<file path="src/verilog/vir_defs.svh">
/*
 * constant names for the vectored interrupt router: counts, field
 * positions, register offsets and response codes.
 * assumes it is included by its bare name, before the package.
 */
`ifndef VIR_DEFS_SVH
`define VIR_DEFS_SVH

`define VIR_N_SRC 56
`define VIR_PRIO_W 4
`define VIR_IDX_W 6
`define VIR_ADDR_W 12
`define VIR_CFG_W 5

`define VIR_A_RAW_LO 12'h000
`define VIR_A_RAW_HI 12'h004
`define VIR_A_POL_LO 12'h008
`define VIR_A_POL_HI 12'h00c
`define VIR_A_SWR_LO 12'h010
`define VIR_A_SWR_HI 12'h014
`define VIR_A_THRESH 12'h018
`define VIR_A_VEC_FAST 12'h01c
`define VIR_A_VEC_NORM 12'h020
`define VIR_A_INT_STAT 12'h024
`define VIR_A_INT_MASK 12'h028
`define VIR_CFG_PAGE 4'h1

`define VIR_CFG_TGT_BIT 8
`define VIR_THR_FAST_LSB 0
`define VIR_THR_NORM_LSB 8
`define VIR_VEC_PRIO_LSB 8
`define VIR_VEC_VALID_BIT 31
`define VIR_TGT_FAST 1'b0
`define VIR_TGT_NORM 1'b1
`define VIR_PRIO_MASKED 4'h0

`define VIR_RESP_OKAY 2'b00
`define VIR_RESP_SLVERR 2'b10

`endif

</file>
<file path="src/verilog/vir_pkg.sv">
/*
 * types shared by the vectored interrupt router files.
 * assumes vir_defs.svh is on the include path.
 */
`include "vir_defs.svh"

package vir_pkg;
    typedef logic [`VIR_PRIO_W-1:0] vir_prio_t;
    typedef logic [`VIR_IDX_W-1:0] vir_idx_t;
    typedef logic [`VIR_CFG_W-1:0] vir_cfg_t;
    typedef enum logic [1:0] {VIR_RD_IDLE, VIR_RD_WAIT, VIR_RD_RESP} vir_rd_e;
endpackage

</file>
<file path="src/verilog/vir_cfg_mem.sv">
/*
 * per-source configuration store: one write port, two registered read ports.
 * assumes a single clock; all entries clear under synchronous reset.
 */
`timescale 1ns/100ps

module vir_cfg_mem
    import vir_pkg::*;
#(
    parameter int DEPTH = `VIR_N_SRC
) (
    input wire logic mclk,
    input wire logic rst,
    input wire logic wr_en,
    input wire vir_idx_t wr_addr,
    input wire vir_cfg_t wr_data,
    input wire vir_idx_t rd_a_addr,
    output vir_cfg_t rd_a_data,
    input wire vir_idx_t rd_b_addr,
    output vir_cfg_t rd_b_data
);
    vir_cfg_t mem_r [DEPTH];

    always_ff @(posedge mclk) begin
        if (rst) begin
            for (int i = 0; i < DEPTH; i++) begin
                mem_r[i] <= '0;
            end
            rd_a_data <= '0;
            rd_b_data <= '0;
        end else begin
            if (wr_en && (int'(wr_addr) < DEPTH)) begin
                mem_r[wr_addr] <= wr_data;
            end
            rd_a_data <= (int'(rd_a_addr) < DEPTH) ? mem_r[rd_a_addr] : '0;
            rd_b_data <= (int'(rd_b_addr) < DEPTH) ? mem_r[rd_b_addr] : '0;
        end
    end
endmodule

</file>
<file path="src/verilog/vir_top.sv">
/*
 * vectored interrupt router: request inputs, polarity, software requests,
 * per-source priority and target, per-target threshold, vectors, axi4-lite.
 * assumes request inputs are asynchronous; the bus master is on mclk.
 */
// Design decisions made here: the AXI4-Lite slave port and the register offsets.
// What this block does
// 56 level inputs with software polarity
// per-input software request register
// raw request state readable before masking
// per-input priority, fifteen levels plus disabled
// target 0 fast, target 1 normal
// per-target threshold gates each request
// priority zero never interrupts
// 1 lowest, 15 highest urgency
// vector names the winning request
// raised threshold lets higher requests nest
// all logic on the controller branch clock
// equal priority: lowest input index wins
// target output held while request qualifies
`timescale 1ns/100ps

module vir_top
    import vir_pkg::*;
#(
    parameter int N_SRC = `VIR_N_SRC
) (
    input wire logic mclk,
    input wire logic rst,
    input wire logic [N_SRC-1:0] irq_req_in,
    input wire logic [`VIR_ADDR_W-1:0] s_axi_awaddr,
    input wire logic s_axi_awvalid,
    output logic s_axi_awready,
    input wire logic [31:0] s_axi_wdata,
    input wire logic [3:0] s_axi_wstrb,
    input wire logic s_axi_wvalid,
    output logic s_axi_wready,
    output logic [1:0] s_axi_bresp,
    output logic s_axi_bvalid,
    input wire logic s_axi_bready,
    input wire logic [`VIR_ADDR_W-1:0] s_axi_araddr,
    input wire logic s_axi_arvalid,
    output logic s_axi_arready,
    output logic [31:0] s_axi_rdata,
    output logic [1:0] s_axi_rresp,
    output logic s_axi_rvalid,
    input wire logic s_axi_rready,
    output logic fast_interrupt_request,
    output logic normal_interrupt_request,
    output logic [31:0] fast_vector,
    output logic [31:0] normal_vector,
    output logic int_out
);
    function automatic logic [31:0] wmerge(logic [31:0] old, logic [31:0] d, logic [3:0] s);
        logic [31:0] r;
        r = old;
        for (int b = 0; b < 4; b++) begin
            if (s[b]) begin
                r[b*8 +: 8] = d[b*8 +: 8];
            end
        end
        return r;
    endfunction

    function automatic logic [31:0] mkvec(logic v, vir_prio_t p, vir_idx_t i);
        logic [31:0] r;
        r = '0;
        r[`VIR_VEC_VALID_BIT] = v;
        r[`VIR_VEC_PRIO_LSB +: `VIR_PRIO_W] = p;
        r[`VIR_IDX_W-1:0] = i;
        return r;
    endfunction
    function automatic logic cfg_hit(logic [`VIR_ADDR_W-1:0] a);
        return a[`VIR_ADDR_W-1:8] == `VIR_CFG_PAGE && int'(a[`VIR_IDX_W+1:2]) < N_SRC
            && a[1:0] == 2'b00;
    endfunction

    ////////////////////////////////////////////////////////////////////////
    // state and next values
    logic [N_SRC-1:0] sync1_r, sync2_r;
    logic [63:0] pol_r, pol_nxt, swr_r, swr_nxt, raw;
    vir_rd_e rd_st_r, rd_st_nxt;
    logic [`VIR_ADDR_W-1:0] ar_addr_r, ar_addr_nxt, aw_addr_r, aw_addr_nxt;
    logic [31:0] w_data_r, w_data_nxt, rdata_nxt, thr_r, thr_nxt;
    logic [3:0] w_strb_r, w_strb_nxt;
    logic aw_have_r, aw_have_nxt, w_have_r, w_have_nxt;
    logic awready_nxt, wready_nxt, arready_nxt, bvalid_nxt, rvalid_nxt;
    logic [1:0] bresp_nxt, rresp_nxt;
    logic [1:0] stat_r, stat_nxt, mask_r, mask_nxt, ev;
    logic int_nxt, fast_nxt, norm_nxt;
    logic [31:0] vecf_nxt, vecn_nxt;
    vir_idx_t scan_idx_r, scan_idx_nxt, scan_cur_r, scan_cur_nxt;
    logic scan_ok_r, scan_ok_nxt;
    logic [1:0] bv_r, bv_nxt;
    vir_prio_t bp_r [2];
    vir_prio_t bp_nxt [2];
    vir_idx_t bi_r [2];
    vir_idx_t bi_nxt [2];
    logic mem_we, exec, hit, tgt;
    vir_cfg_t mem_wd, cfg_a, cfg_b;
    vir_prio_t p, thr;

    vir_cfg_mem #(
        .DEPTH(N_SRC)
    ) u_cfg (
        .mclk(mclk),
        .rst(rst),
        .wr_en(mem_we),
        .wr_addr(aw_addr_r[`VIR_IDX_W+1:2]),
        .wr_data(mem_wd),
        .rd_a_addr(s_axi_araddr[`VIR_IDX_W+1:2]),
        .rd_a_data(cfg_a),
        .rd_b_addr(scan_idx_r),
        .rd_b_data(cfg_b)
    );
    ////////////////////////////////////////////////////////////////////////
    // next-state logic
    always_comb begin
        raw = '0;
        raw[N_SRC-1:0] = (sync2_r ^ pol_r[N_SRC-1:0]) | swr_r[N_SRC-1:0];
        pol_nxt = pol_r;
        swr_nxt = swr_r;
        thr_nxt = thr_r;
        mask_nxt = mask_r;
        ar_addr_nxt = ar_addr_r;
        aw_addr_nxt = aw_addr_r;
        w_data_nxt = w_data_r;
        w_strb_nxt = w_strb_r;
        aw_have_nxt = aw_have_r;
        w_have_nxt = w_have_r;
        bvalid_nxt = s_axi_bvalid;
        bresp_nxt = s_axi_bresp;
        rvalid_nxt = s_axi_rvalid;
        rresp_nxt = s_axi_rresp;
        rdata_nxt = s_axi_rdata;
        arready_nxt = s_axi_arready;
        rd_st_nxt = rd_st_r;
        mem_we = 1'b0;
        mem_wd = {w_data_r[`VIR_CFG_TGT_BIT], w_data_r[`VIR_PRIO_W-1:0]};
        vecf_nxt = fast_vector;
        vecn_nxt = normal_vector;
        fast_nxt = fast_interrupt_request;
        norm_nxt = normal_interrupt_request;
        bv_nxt = bv_r;
        bp_nxt = bp_r;
        bi_nxt = bi_r;
        ev = 2'b00;
        // write channel
        if (s_axi_awvalid && s_axi_awready) begin
            aw_have_nxt = 1'b1;
            aw_addr_nxt = s_axi_awaddr;
        end
        if (s_axi_wvalid && s_axi_wready) begin
            w_have_nxt = 1'b1;
            w_data_nxt = s_axi_wdata;
            w_strb_nxt = s_axi_wstrb;
        end
        if (s_axi_bvalid && s_axi_bready) begin
            bvalid_nxt = 1'b0;
        end
        exec = aw_have_r && w_have_r && !s_axi_bvalid;
        if (exec) begin
            aw_have_nxt = 1'b0;
            w_have_nxt = 1'b0;
            bvalid_nxt = 1'b1;
            bresp_nxt = `VIR_RESP_OKAY;
            case (aw_addr_r)
                `VIR_A_POL_LO: pol_nxt[31:0] = wmerge(pol_r[31:0], w_data_r, w_strb_r);
                `VIR_A_POL_HI: pol_nxt[63:32] = wmerge(pol_r[63:32], w_data_r, w_strb_r);
                `VIR_A_SWR_LO: swr_nxt[31:0] = wmerge(swr_r[31:0], w_data_r, w_strb_r);
                `VIR_A_SWR_HI: swr_nxt[63:32] = wmerge(swr_r[63:32], w_data_r, w_strb_r);
                `VIR_A_THRESH: thr_nxt = wmerge(thr_r, w_data_r, w_strb_r);
                `VIR_A_INT_MASK: mask_nxt = w_strb_r[0] ? w_data_r[1:0] : mask_r;
                `VIR_A_INT_STAT, `VIR_A_RAW_LO, `VIR_A_RAW_HI,
                `VIR_A_VEC_FAST, `VIR_A_VEC_NORM: ;
                default: begin
                    if (cfg_hit(aw_addr_r)) begin
                        mem_we = w_strb_r[0];
                    end else begin
                        bresp_nxt = `VIR_RESP_SLVERR;
                    end
                end
            endcase
        end
        pol_nxt[63:N_SRC] = '0;
        swr_nxt[63:N_SRC] = '0;
        awready_nxt = !aw_have_nxt;
        wready_nxt = !w_have_nxt;
        // read channel
        case (rd_st_r)
            VIR_RD_IDLE: begin
                arready_nxt = 1'b1;
                if (s_axi_arvalid && s_axi_arready) begin
                    ar_addr_nxt = s_axi_araddr;
                    arready_nxt = 1'b0;
                    rd_st_nxt = VIR_RD_WAIT;
                end
            end
            VIR_RD_WAIT: begin
                rvalid_nxt = 1'b1;
                rresp_nxt = `VIR_RESP_OKAY;
                case (ar_addr_r)
                    `VIR_A_RAW_LO: rdata_nxt = raw[31:0];
                    `VIR_A_RAW_HI: rdata_nxt = raw[63:32];
                    `VIR_A_POL_LO: rdata_nxt = pol_r[31:0];
                    `VIR_A_POL_HI: rdata_nxt = pol_r[63:32];
                    `VIR_A_SWR_LO: rdata_nxt = swr_r[31:0];
                    `VIR_A_SWR_HI: rdata_nxt = swr_r[63:32];
                    `VIR_A_THRESH: rdata_nxt = thr_r;
                    `VIR_A_VEC_FAST: rdata_nxt = fast_vector;
                    `VIR_A_VEC_NORM: rdata_nxt = normal_vector;
                    `VIR_A_INT_STAT: rdata_nxt = {30'h0, stat_r};
                    `VIR_A_INT_MASK: rdata_nxt = {30'h0, mask_r};
                    default: begin
                        rdata_nxt = '0;
                        if (cfg_hit(ar_addr_r)) begin
                            rdata_nxt[`VIR_PRIO_W-1:0] = cfg_a[`VIR_PRIO_W-1:0];
                            rdata_nxt[`VIR_CFG_TGT_BIT] = cfg_a[`VIR_PRIO_W];
                        end else begin
                            rresp_nxt = `VIR_RESP_SLVERR;
                        end
                    end
                endcase
                rd_st_nxt = VIR_RD_RESP;
            end
            VIR_RD_RESP: begin
                if (s_axi_rready) begin
                    rvalid_nxt = 1'b0;
                    arready_nxt = 1'b1;
                    rd_st_nxt = VIR_RD_IDLE;
                end
            end
            default: rd_st_nxt = VIR_RD_IDLE;
        endcase
        // priority scan, one source per cycle
        scan_idx_nxt = (int'(scan_idx_r) == N_SRC - 1) ? '0 : scan_idx_r + 1'b1;
        scan_cur_nxt = scan_idx_r;
        scan_ok_nxt = 1'b1;
        p = cfg_b[`VIR_PRIO_W-1:0];
        tgt = cfg_b[`VIR_PRIO_W];
        thr = (tgt == `VIR_TGT_NORM) ? thr_r[`VIR_THR_NORM_LSB +: `VIR_PRIO_W]
                                     : thr_r[`VIR_THR_FAST_LSB +: `VIR_PRIO_W];
        hit = scan_ok_r && raw[scan_cur_r] && (p != `VIR_PRIO_MASKED) && (p > thr);
        if (hit && (!bv_r[tgt] || p > bp_r[tgt])) begin
            bv_nxt[tgt] = 1'b1;
            bp_nxt[tgt] = p;
            bi_nxt[tgt] = scan_cur_r;
        end
        if (scan_ok_r && int'(scan_cur_r) == N_SRC - 1) begin
            fast_nxt = bv_nxt[`VIR_TGT_FAST];
            norm_nxt = bv_nxt[`VIR_TGT_NORM];
            vecf_nxt = mkvec(bv_nxt[0], bp_nxt[0], bi_nxt[0]);
            vecn_nxt = mkvec(bv_nxt[1], bp_nxt[1], bi_nxt[1]);
            ev = {norm_nxt & !normal_interrupt_request, fast_nxt & !fast_interrupt_request};
            bv_nxt = 2'b00;
        end
        // sticky status: a new event beats a same-cycle clear
        stat_nxt = stat_r;
        if (exec && aw_addr_r == `VIR_A_INT_STAT && w_strb_r[0]) begin
            stat_nxt = stat_r & ~w_data_r[1:0];
        end
        stat_nxt = stat_nxt | ev;
        int_nxt = |(stat_nxt & mask_nxt);
    end

    ////////////////////////////////////////////////////////////////////////
    // registers
    always_ff @(posedge mclk) begin
        if (rst) begin
            pol_r <= '0;
            swr_r <= '0;
            thr_r <= '0;
            mask_r <= '0;
            stat_r <= '0;
            ar_addr_r <= '0;
            aw_addr_r <= '0;
            w_data_r <= '0;
            w_strb_r <= '0;
            aw_have_r <= 1'b0;
            w_have_r <= 1'b0;
            rd_st_r <= VIR_RD_IDLE;
            s_axi_awready <= 1'b0;
            s_axi_wready <= 1'b0;
            s_axi_arready <= 1'b0;
            s_axi_bvalid <= 1'b0;
            s_axi_bresp <= `VIR_RESP_OKAY;
            s_axi_rvalid <= 1'b0;
            s_axi_rresp <= `VIR_RESP_OKAY;
            s_axi_rdata <= '0;
            scan_idx_r <= '0;
            scan_cur_r <= '0;
            scan_ok_r <= 1'b0;
            bv_r <= 2'b00;
            bp_r <= '{default: '0};
            bi_r <= '{default: '0};
            fast_interrupt_request <= 1'b0;
            normal_interrupt_request <= 1'b0;
            fast_vector <= '0;
            normal_vector <= '0;
            int_out <= 1'b0;
            sync1_r <= '0;
            sync2_r <= '0;
        end else begin
            pol_r <= pol_nxt;
            swr_r <= swr_nxt;
            thr_r <= thr_nxt;
            mask_r <= mask_nxt;
            stat_r <= stat_nxt;
            ar_addr_r <= ar_addr_nxt;
            aw_addr_r <= aw_addr_nxt;
            w_data_r <= w_data_nxt;
            w_strb_r <= w_strb_nxt;
            aw_have_r <= aw_have_nxt;
            w_have_r <= w_have_nxt;
            rd_st_r <= rd_st_nxt;
            s_axi_awready <= awready_nxt;
            s_axi_wready <= wready_nxt;
            s_axi_arready <= arready_nxt;
            s_axi_bvalid <= bvalid_nxt;
            s_axi_bresp <= bresp_nxt;
            s_axi_rvalid <= rvalid_nxt;
            s_axi_rresp <= rresp_nxt;
            s_axi_rdata <= rdata_nxt;
            scan_idx_r <= scan_idx_nxt;
            scan_cur_r <= scan_cur_nxt;
            scan_ok_r <= scan_ok_nxt;
            bv_r <= bv_nxt;
            bp_r <= bp_nxt;
            bi_r <= bi_nxt;
            fast_interrupt_request <= fast_nxt;
            normal_interrupt_request <= norm_nxt;
            fast_vector <= vecf_nxt;
            normal_vector <= vecn_nxt;
            int_out <= int_nxt;
            sync1_r <= irq_req_in;
            sync2_r <= sync1_r;
        end
    end
endmodule

</file>
<file path="config.mk">
export PLATFORM = sky130hd
export DESIGN_NAME = vir_top
export DESIGN_NICKNAME = d
export VERILOG_FILES = /design/src/verilog/vir_pkg.sv /design/src/verilog/vir_cfg_mem.sv /design/src/verilog/vir_top.sv
export VERILOG_INCLUDE_DIRS = /design/src /design/src/verilog
export SDC_FILE = /design/constraint.sdc
export NUM_CORES = 2
export LEC_CHECK = 0
export ABC_AREA = 0
export BUFFER_PORTS_ARGS = -buffer_cell sky130_fd_sc_hd__buf_2
export CORE_MARGIN = 4
export CORE_UTILIZATION = 50
export CTS_CLUSTER_SIZE = 24
export DETAILED_ROUTE_END_ITERATION = 12
export HOLD_SLACK_MARGIN = 0.1
export PLACE_DENSITY = 0.77
export RECOVER_POWER = 50
export SYNTH_ARGS = -nofsm -noshare
export SYNTH_HDL_FRONTEND = slang
export SYNTH_HIERARCHICAL = 1
export SYNTH_SLANG_ARGS = --single-unit
export TNS_END_PERCENT = 1
</file>
<file path="constraint.sdc">
create_clock -name mclk -period 7.69 [get_ports mclk]
set_clock_uncertainty 0.1 [all_clocks]
set_input_delay 1.9225 -clock mclk [delete_from_list [all_inputs] [get_ports mclk]]
set_output_delay 1.9225 -clock mclk [all_outputs]
set_load 0.005 [all_outputs]
</file>
======== Word level (Yosys, flattened, before mapping) ========
Memories as Yosys holds them, arrays and structs flattened. A register that Yosys moved wholly into a read port is not among the register bits.
Index checks and enable logic that the tools add are counted.
storage, ports and cells
  logic and storage cells ................. 228
  memories ................................ 1
  memory bits (writable) .................. 280
  register bits after elaboration ......... 441
  input port bits ......................... 123
memories
  name         words  bits a word  rd ports  clocked after memory_dff  write ports  line               RTL
  u_cfg.mem_r  56     5            2         2                         56           vir_cfg_mem.sv:22  vir_cfg_t mem_r [DEPTH];
operators by class
  reduce and logical (&&, ||, !) cells .... 66
  mux-type cells .......................... 57
  equal/unequal tests ..................... 28
  add/sub/neg operators ................... 1
  bitwise gates (word level) .............. 12
  $lt $le $gt $ge ......................... 11
operator list
  operator                                               count
  case mux 32 bit (11 select lines)                      1
  equality test 12 x 5 -> 1 bit (second input constant)  8
  equality test 12 x 6 -> 1 bit (second input constant)  6
  OR 56 bit                                              1
  bitwise XOR 56 bit                                     1
  AND reduction 3 bit                                    18
  equality test 12 x 4 -> 1 bit (second input constant)  4
  equality test 12 x 3 -> 1 bit (second input constant)  2
  logical NOT 12 bit                                     2
  < comparator 6 bit (second input constant)             4
  2-to-1 mux 1 bit                                       24
  2-to-1 mux 2 bit                                       12
  2-to-1 mux 4 bit                                       6
  OR reduction 11 bit                                    2
  logical AND 1 bit                                      20
  bitwise mux 12 bit                                     1
  equality test 6 x 5 -> 1 bit (second input constant)   2
  2-to-1 mux 12 bit                                      1
  2-to-1 mux 6 bit                                       2
  OR reduction 2 bit                                     5
  bitwise mux 8 bit                                      1
  equality test 4 x 1 -> 1 bit (second input constant)   2
  > comparator 4 bit                                     2
  2-to-1 mux 8 bit                                       1
  29 further kinds                                       47

======== Depth between registers and ports, before layout ========
  depth in word-level cells ............... 14
  gate-level depth with buffers ........... 12

======== Cells and area by module ========
The synthesis kept the hierarchy.
by module, submodules not included
  module       cells each  area each (µm²)  sequential area each (µm²)  instances
  vir_top      1966        17473.0          8428.1                      1
  vir_cfg_mem  1114        15821.4          8608.3                      1

======== Worst setup path after synthesis ========
OpenSTA, ideal clock, no wires.
  path kind ............................... input port to flip-flop
  from .................................... in rst
  to ...................................... mem u_cfg/mem_r[22][0] (netlist name), enable pin
  slack ................................... 4.079 ns
  cell stages on the path ................. 6
  arrival ................................. 3.211 ns
  cells stage by stage .................... clkbuf_1 -> nand2b_1 -> nor3_1 -> nand3_1 -> nor2_1 -> or2_2
RTL lines
  item         line               RTL
  from (decl)  vir_top.sv:29      input wire logic rst,
  to (decl)    vir_cfg_mem.sv:22

======== Final worst setup path ========
  from .................................... reg scan_cur_r[0]
  to ...................................... reg bp_r[6] (netlist name)
between the ends
  longest elaborated chain between the ends .. 7
RTL lines
  item                                    line            RTL
  from (decl)                             vir_top.sv:92   vir_idx_t scan_idx_r, scan_idx_nxt, scan_cur_r, scan_cur_nxt;
  from (signal assigned)                  vir_top.sv:325  scan_cur_r <= scan_cur_nxt;
  binary-select mux 1 bit (select 6 bit)  vir_top.sv:243  hit = scan_ok_r && raw[scan_cur_r] && (p != `VIR_PRIO_MASKED) && (p > thr);
  2-to-1 mux 1 bit (implied by the code)  vir_top.sv:243
  logical AND 1 bit (3 in series)         vir_top.sv:243
  logical AND 1 bit                       vir_top.sv:244  if (hit && (!bv_r[tgt] || p > bp_r[tgt])) begin
  2-to-1 mux 8 bit                        vir_top.sv:244
  to (signal assigned)                    vir_top.sv:328  bp_r <= bp_nxt;
  to (decl)                               vir_top.sv:95   vir_prio_t bp_r [2];
Every way passes these cells. The select of a mux whose other input is x is not followed.
A chain may end at the register's enable or synchronous reset.

==> results.yml <==
outcome:
  status: "finished, violations left"
  violations: "max-capacitance violations, max-slew violations"
detailed_routing:
  drtIter0Drc: 3411
  drtPass1Iterations: 9
  routed_via_density: 6.16
  wire_per_inst_um: 23.6
  detail-route-antenna-nets: 0
  wirelength_um: 96800
  drc: 0
  via_count: 25300
synth:
  ys.warnings.count: 6
  synth_flop_cell: "dfxtp_1"
  synth-simple-area-share_pct: 19.4
  synth_compound_area_share_pct: 8.78
  synth_cell_types: 85
  async_flop_share_pct: 0
  synth.avg_cell_area_um2: 10.8
  synth_edf_count: 280
  synth-xor-area-share_pct: 1.82
  synth_top_family_by_area: "simple AND/OR/NAND/NOR gates"
  syn-cell-area_um2: 33300
  synth_seq_cells: 711
  synth_cells: 3080
  synth-seq-area-share_pct: 51.2
  synthAdderAreaFrac_pct: 0.338
  synthMuxAreaShare_pct: 14.5
worst_setup_path:
  endpoint_kind: "flop"
  cp.required_ns: 7.96
  critPathMaxFanout: 34
  worstPathArrival_ns: 6.00
  r2r_cells: 9
  worstReg2RegEnd: "bp_r[6]"
  start_kind: "flop"
  r2r_start: "scan_cur_r[0]"
  critical_path_class: "reg -> reg"
  r2r_slack_ns: 1.96
floorplanning:
  pin_count: 231
  dieArea_um2: 70800
  start_util_pct: 50.6
  fp-row-count: 94
  core_area_um2: 65900
  die_y_um: 266
  dieWidth_um: 266
clock_network:
  postCtsHoldBufs: 0
  cts_buffers: 74
  cts-resized-gates: 0
  clock_sinks: 711
  clockBufferDepth: 3
  cts-root-buf: "clkbuf_16"
  cts_setup_buffers: 0
  worstSkewPairLatency_ns: 0.64
  clk_pin_slew_worst_paths_ns: 0.06
  cts_tree: "built"
  htreeDepth: 3
final_layout:
  final_common_cell: "dfxtp_1"
  final_cells: 4104
  nets: 3311
  layout-drive-gt1-share_pct: 16.0
  nFillCells: 5464
  seqCellArea_um2: 17000
  final_cell_mix: "dfxtp_1, nor2_1, edfxtp_1"
  multi_input_area_um2: 15100
  area_growth_pct: 11.2
power:
  power_uw: 8590
  ir_worst_vdd_mv: 0.165
  leakage_uw: 0.0141
  p_per_area_nw_per_um2: 232
timing:
  worstMarginPinSlew_ns: 3.94
  fin_tns_setup_ns: 0
  maxSlewHeadroom_pct: -162
  setup_viol: 0
  rsz0062_at_grt: "false"
  drv_slew: 299
  finalCritPeriodShare_pct: 74.6
  fmax_mhz: 174
  min_period_ns: 5.73
  finalHoldViolations: 0
global_routing:
  overflow: 0
  grt_max_degree: 116
  grt_antenna_before_repair: 2
  grt_pass1_wl_um: 144000
  grt_pass1_vias: 23700
  grt_use_total_pct: 26.3
worst_hold_path:
  whs_endpoint: "sync2_r[20]"
  hold_depth: 1
  hold_start: "sync1_r[20]"
  hold_class: "reg -> reg"
run:
  max_cap_violations: 6
placed_design:
  place_hpwl_um: 64100
  placed_cells: 3967
  io_buffers: 186
  gp_congestion: 0.934
[state kept, by name, indices dropped and copies added (netlist names), 2 cells and up]
signal and flops:
ar_addr_r 12, pol_r 56, swr_r 56, bv_r 2, normal_vector 10, mask_r 2
w_data_r 32, thr_r 32, u_cfg/rd_a_data 5, sync2_r 56, u_cfg/rd_b_data 5, aw_addr_r 12
stat_r 2, scan_cur_r 6, bi_r 12, scan_cur_nxt 6, fast_vector 10, w_strb_r 4
bp_r 8, rd_st_r 2, s_axi_rdata 32, u_cfg/mem_r 280, sync1_r 56
[where the power goes]
| part | internal, uW | total [uW] | switching (uW) |
|---|---|---|---|
| Sequential | 4020 | 4130 | 107 |
| Clock | 2180 | 3720 | 1540 |
| Combinational | 284 | 732 | 448 |
[final cells by class]
cell class / count / share of cell area [%]
diodes: 1 / 0.00676
clock buffers: 100 / 5.59
clock inverters: 36 / 1.29
inverters: 24 / 0.243
multi-input cells: 2143 / 40.8
flip-flops and latches: 711 / 46.0
well taps: 864 / 2.92
repair buffers: 225 / 3.13
[layer usage]
metal  track usage (%)  vias up  part of all wire [%]
li1                  -    11100                     -
met1              37.2    12200                    40
met2              39.9     1666                    44
met3              5.90      285                    12
met4              10.2        0                   4.1
met5                 0        -                     0
[worst max path at each step]
stage / start / endpoint / slack [ns] / cells after the start
floorplan: rst / u_cfg/mem_r[22][0] / 4.08 / 6
global placement: s_axi_araddr[3] / u_cfg/rd_a_data[1] / 3.10 / 7
detailed placement: rst / u_cfg/mem_r[54][4] / 3.03 / 6
CTS: rst / u_cfg/mem_r[38][3] / 3.69 / 6
global route: rst / int_out / 1.88 / 6
finish: scan_cur_r[0] / bp_r[6] / 1.96 / 9
[critical path, cell delays in order (launching register included)]
cell and delay, ns:
dfxtp_1 0.31, clkbuf_1 1.54, inv_2 0.66, nand3_1 0.27, a211oi_1 0.11, o41ai_1 0.65, o221ai_1 0.44, a21oi_2 0.91
mux2i_1 0.41, nor2_1 0.07
[kinds of logic after synthesis]
kind of cell / Yosys count
and+or+nand+nor: 1254
other: 1
muxes: 315
DFF: 711
AOI/OAI and AO/OA: 452
buffers and inverters: 269
xor gates and xnor gates: 69
adders and majority gates: 9
[stage by stage]
step / area, um2 / setup WS, ns / utilization [%] / hold WS (ns)
2_1_floorplan: 33500 / 4.08 / - / 0.314
3_3_place_gp: 34600 / 3.10 / 52.5 / 0.320
6_report: 37000 / 1.96 / 56.2 / 0.320
3_5_place_dp: 34600 / 3.03 / 52.5 / 0.323
5_1_grt: 37000 / 1.88 / 56.2 / 0.336
4_1_cts: 37100 / 3.69 / 56.4 / 0.323
[cells in the mapped netlist (13+ instances only)]
cell type,count,area share [%]
a211oi_1,19,0.43
dfxtp_1,431,26
buf_2,26,0.39
a221oi_1,31,0.82
mux4_2,134,9.1
nor2b_1,152,2.9
a22oi_1,22,0.50
nor2_1,327,3.7
clkbuf_1,142,1.6
buf_4,56,1.3
nor3_1,50,0.75
o22ai_1,18,0.34
nand3_1,48,0.72
o21ai_0,97,1.5
nand2_1,228,2.6
or2_2,63,1.2
nand2b_1,13,0.24
a31oi_1,15,0.28
inv_1,22,0.25
edfxtp_1,280,25
xnor2_1,26,0.68
and2_1,286,5.4
a21oi_1,148,2.2
mux2i_1,176,5.3
xor2_1,43,1.1
(Power assumes the default switching activity.)
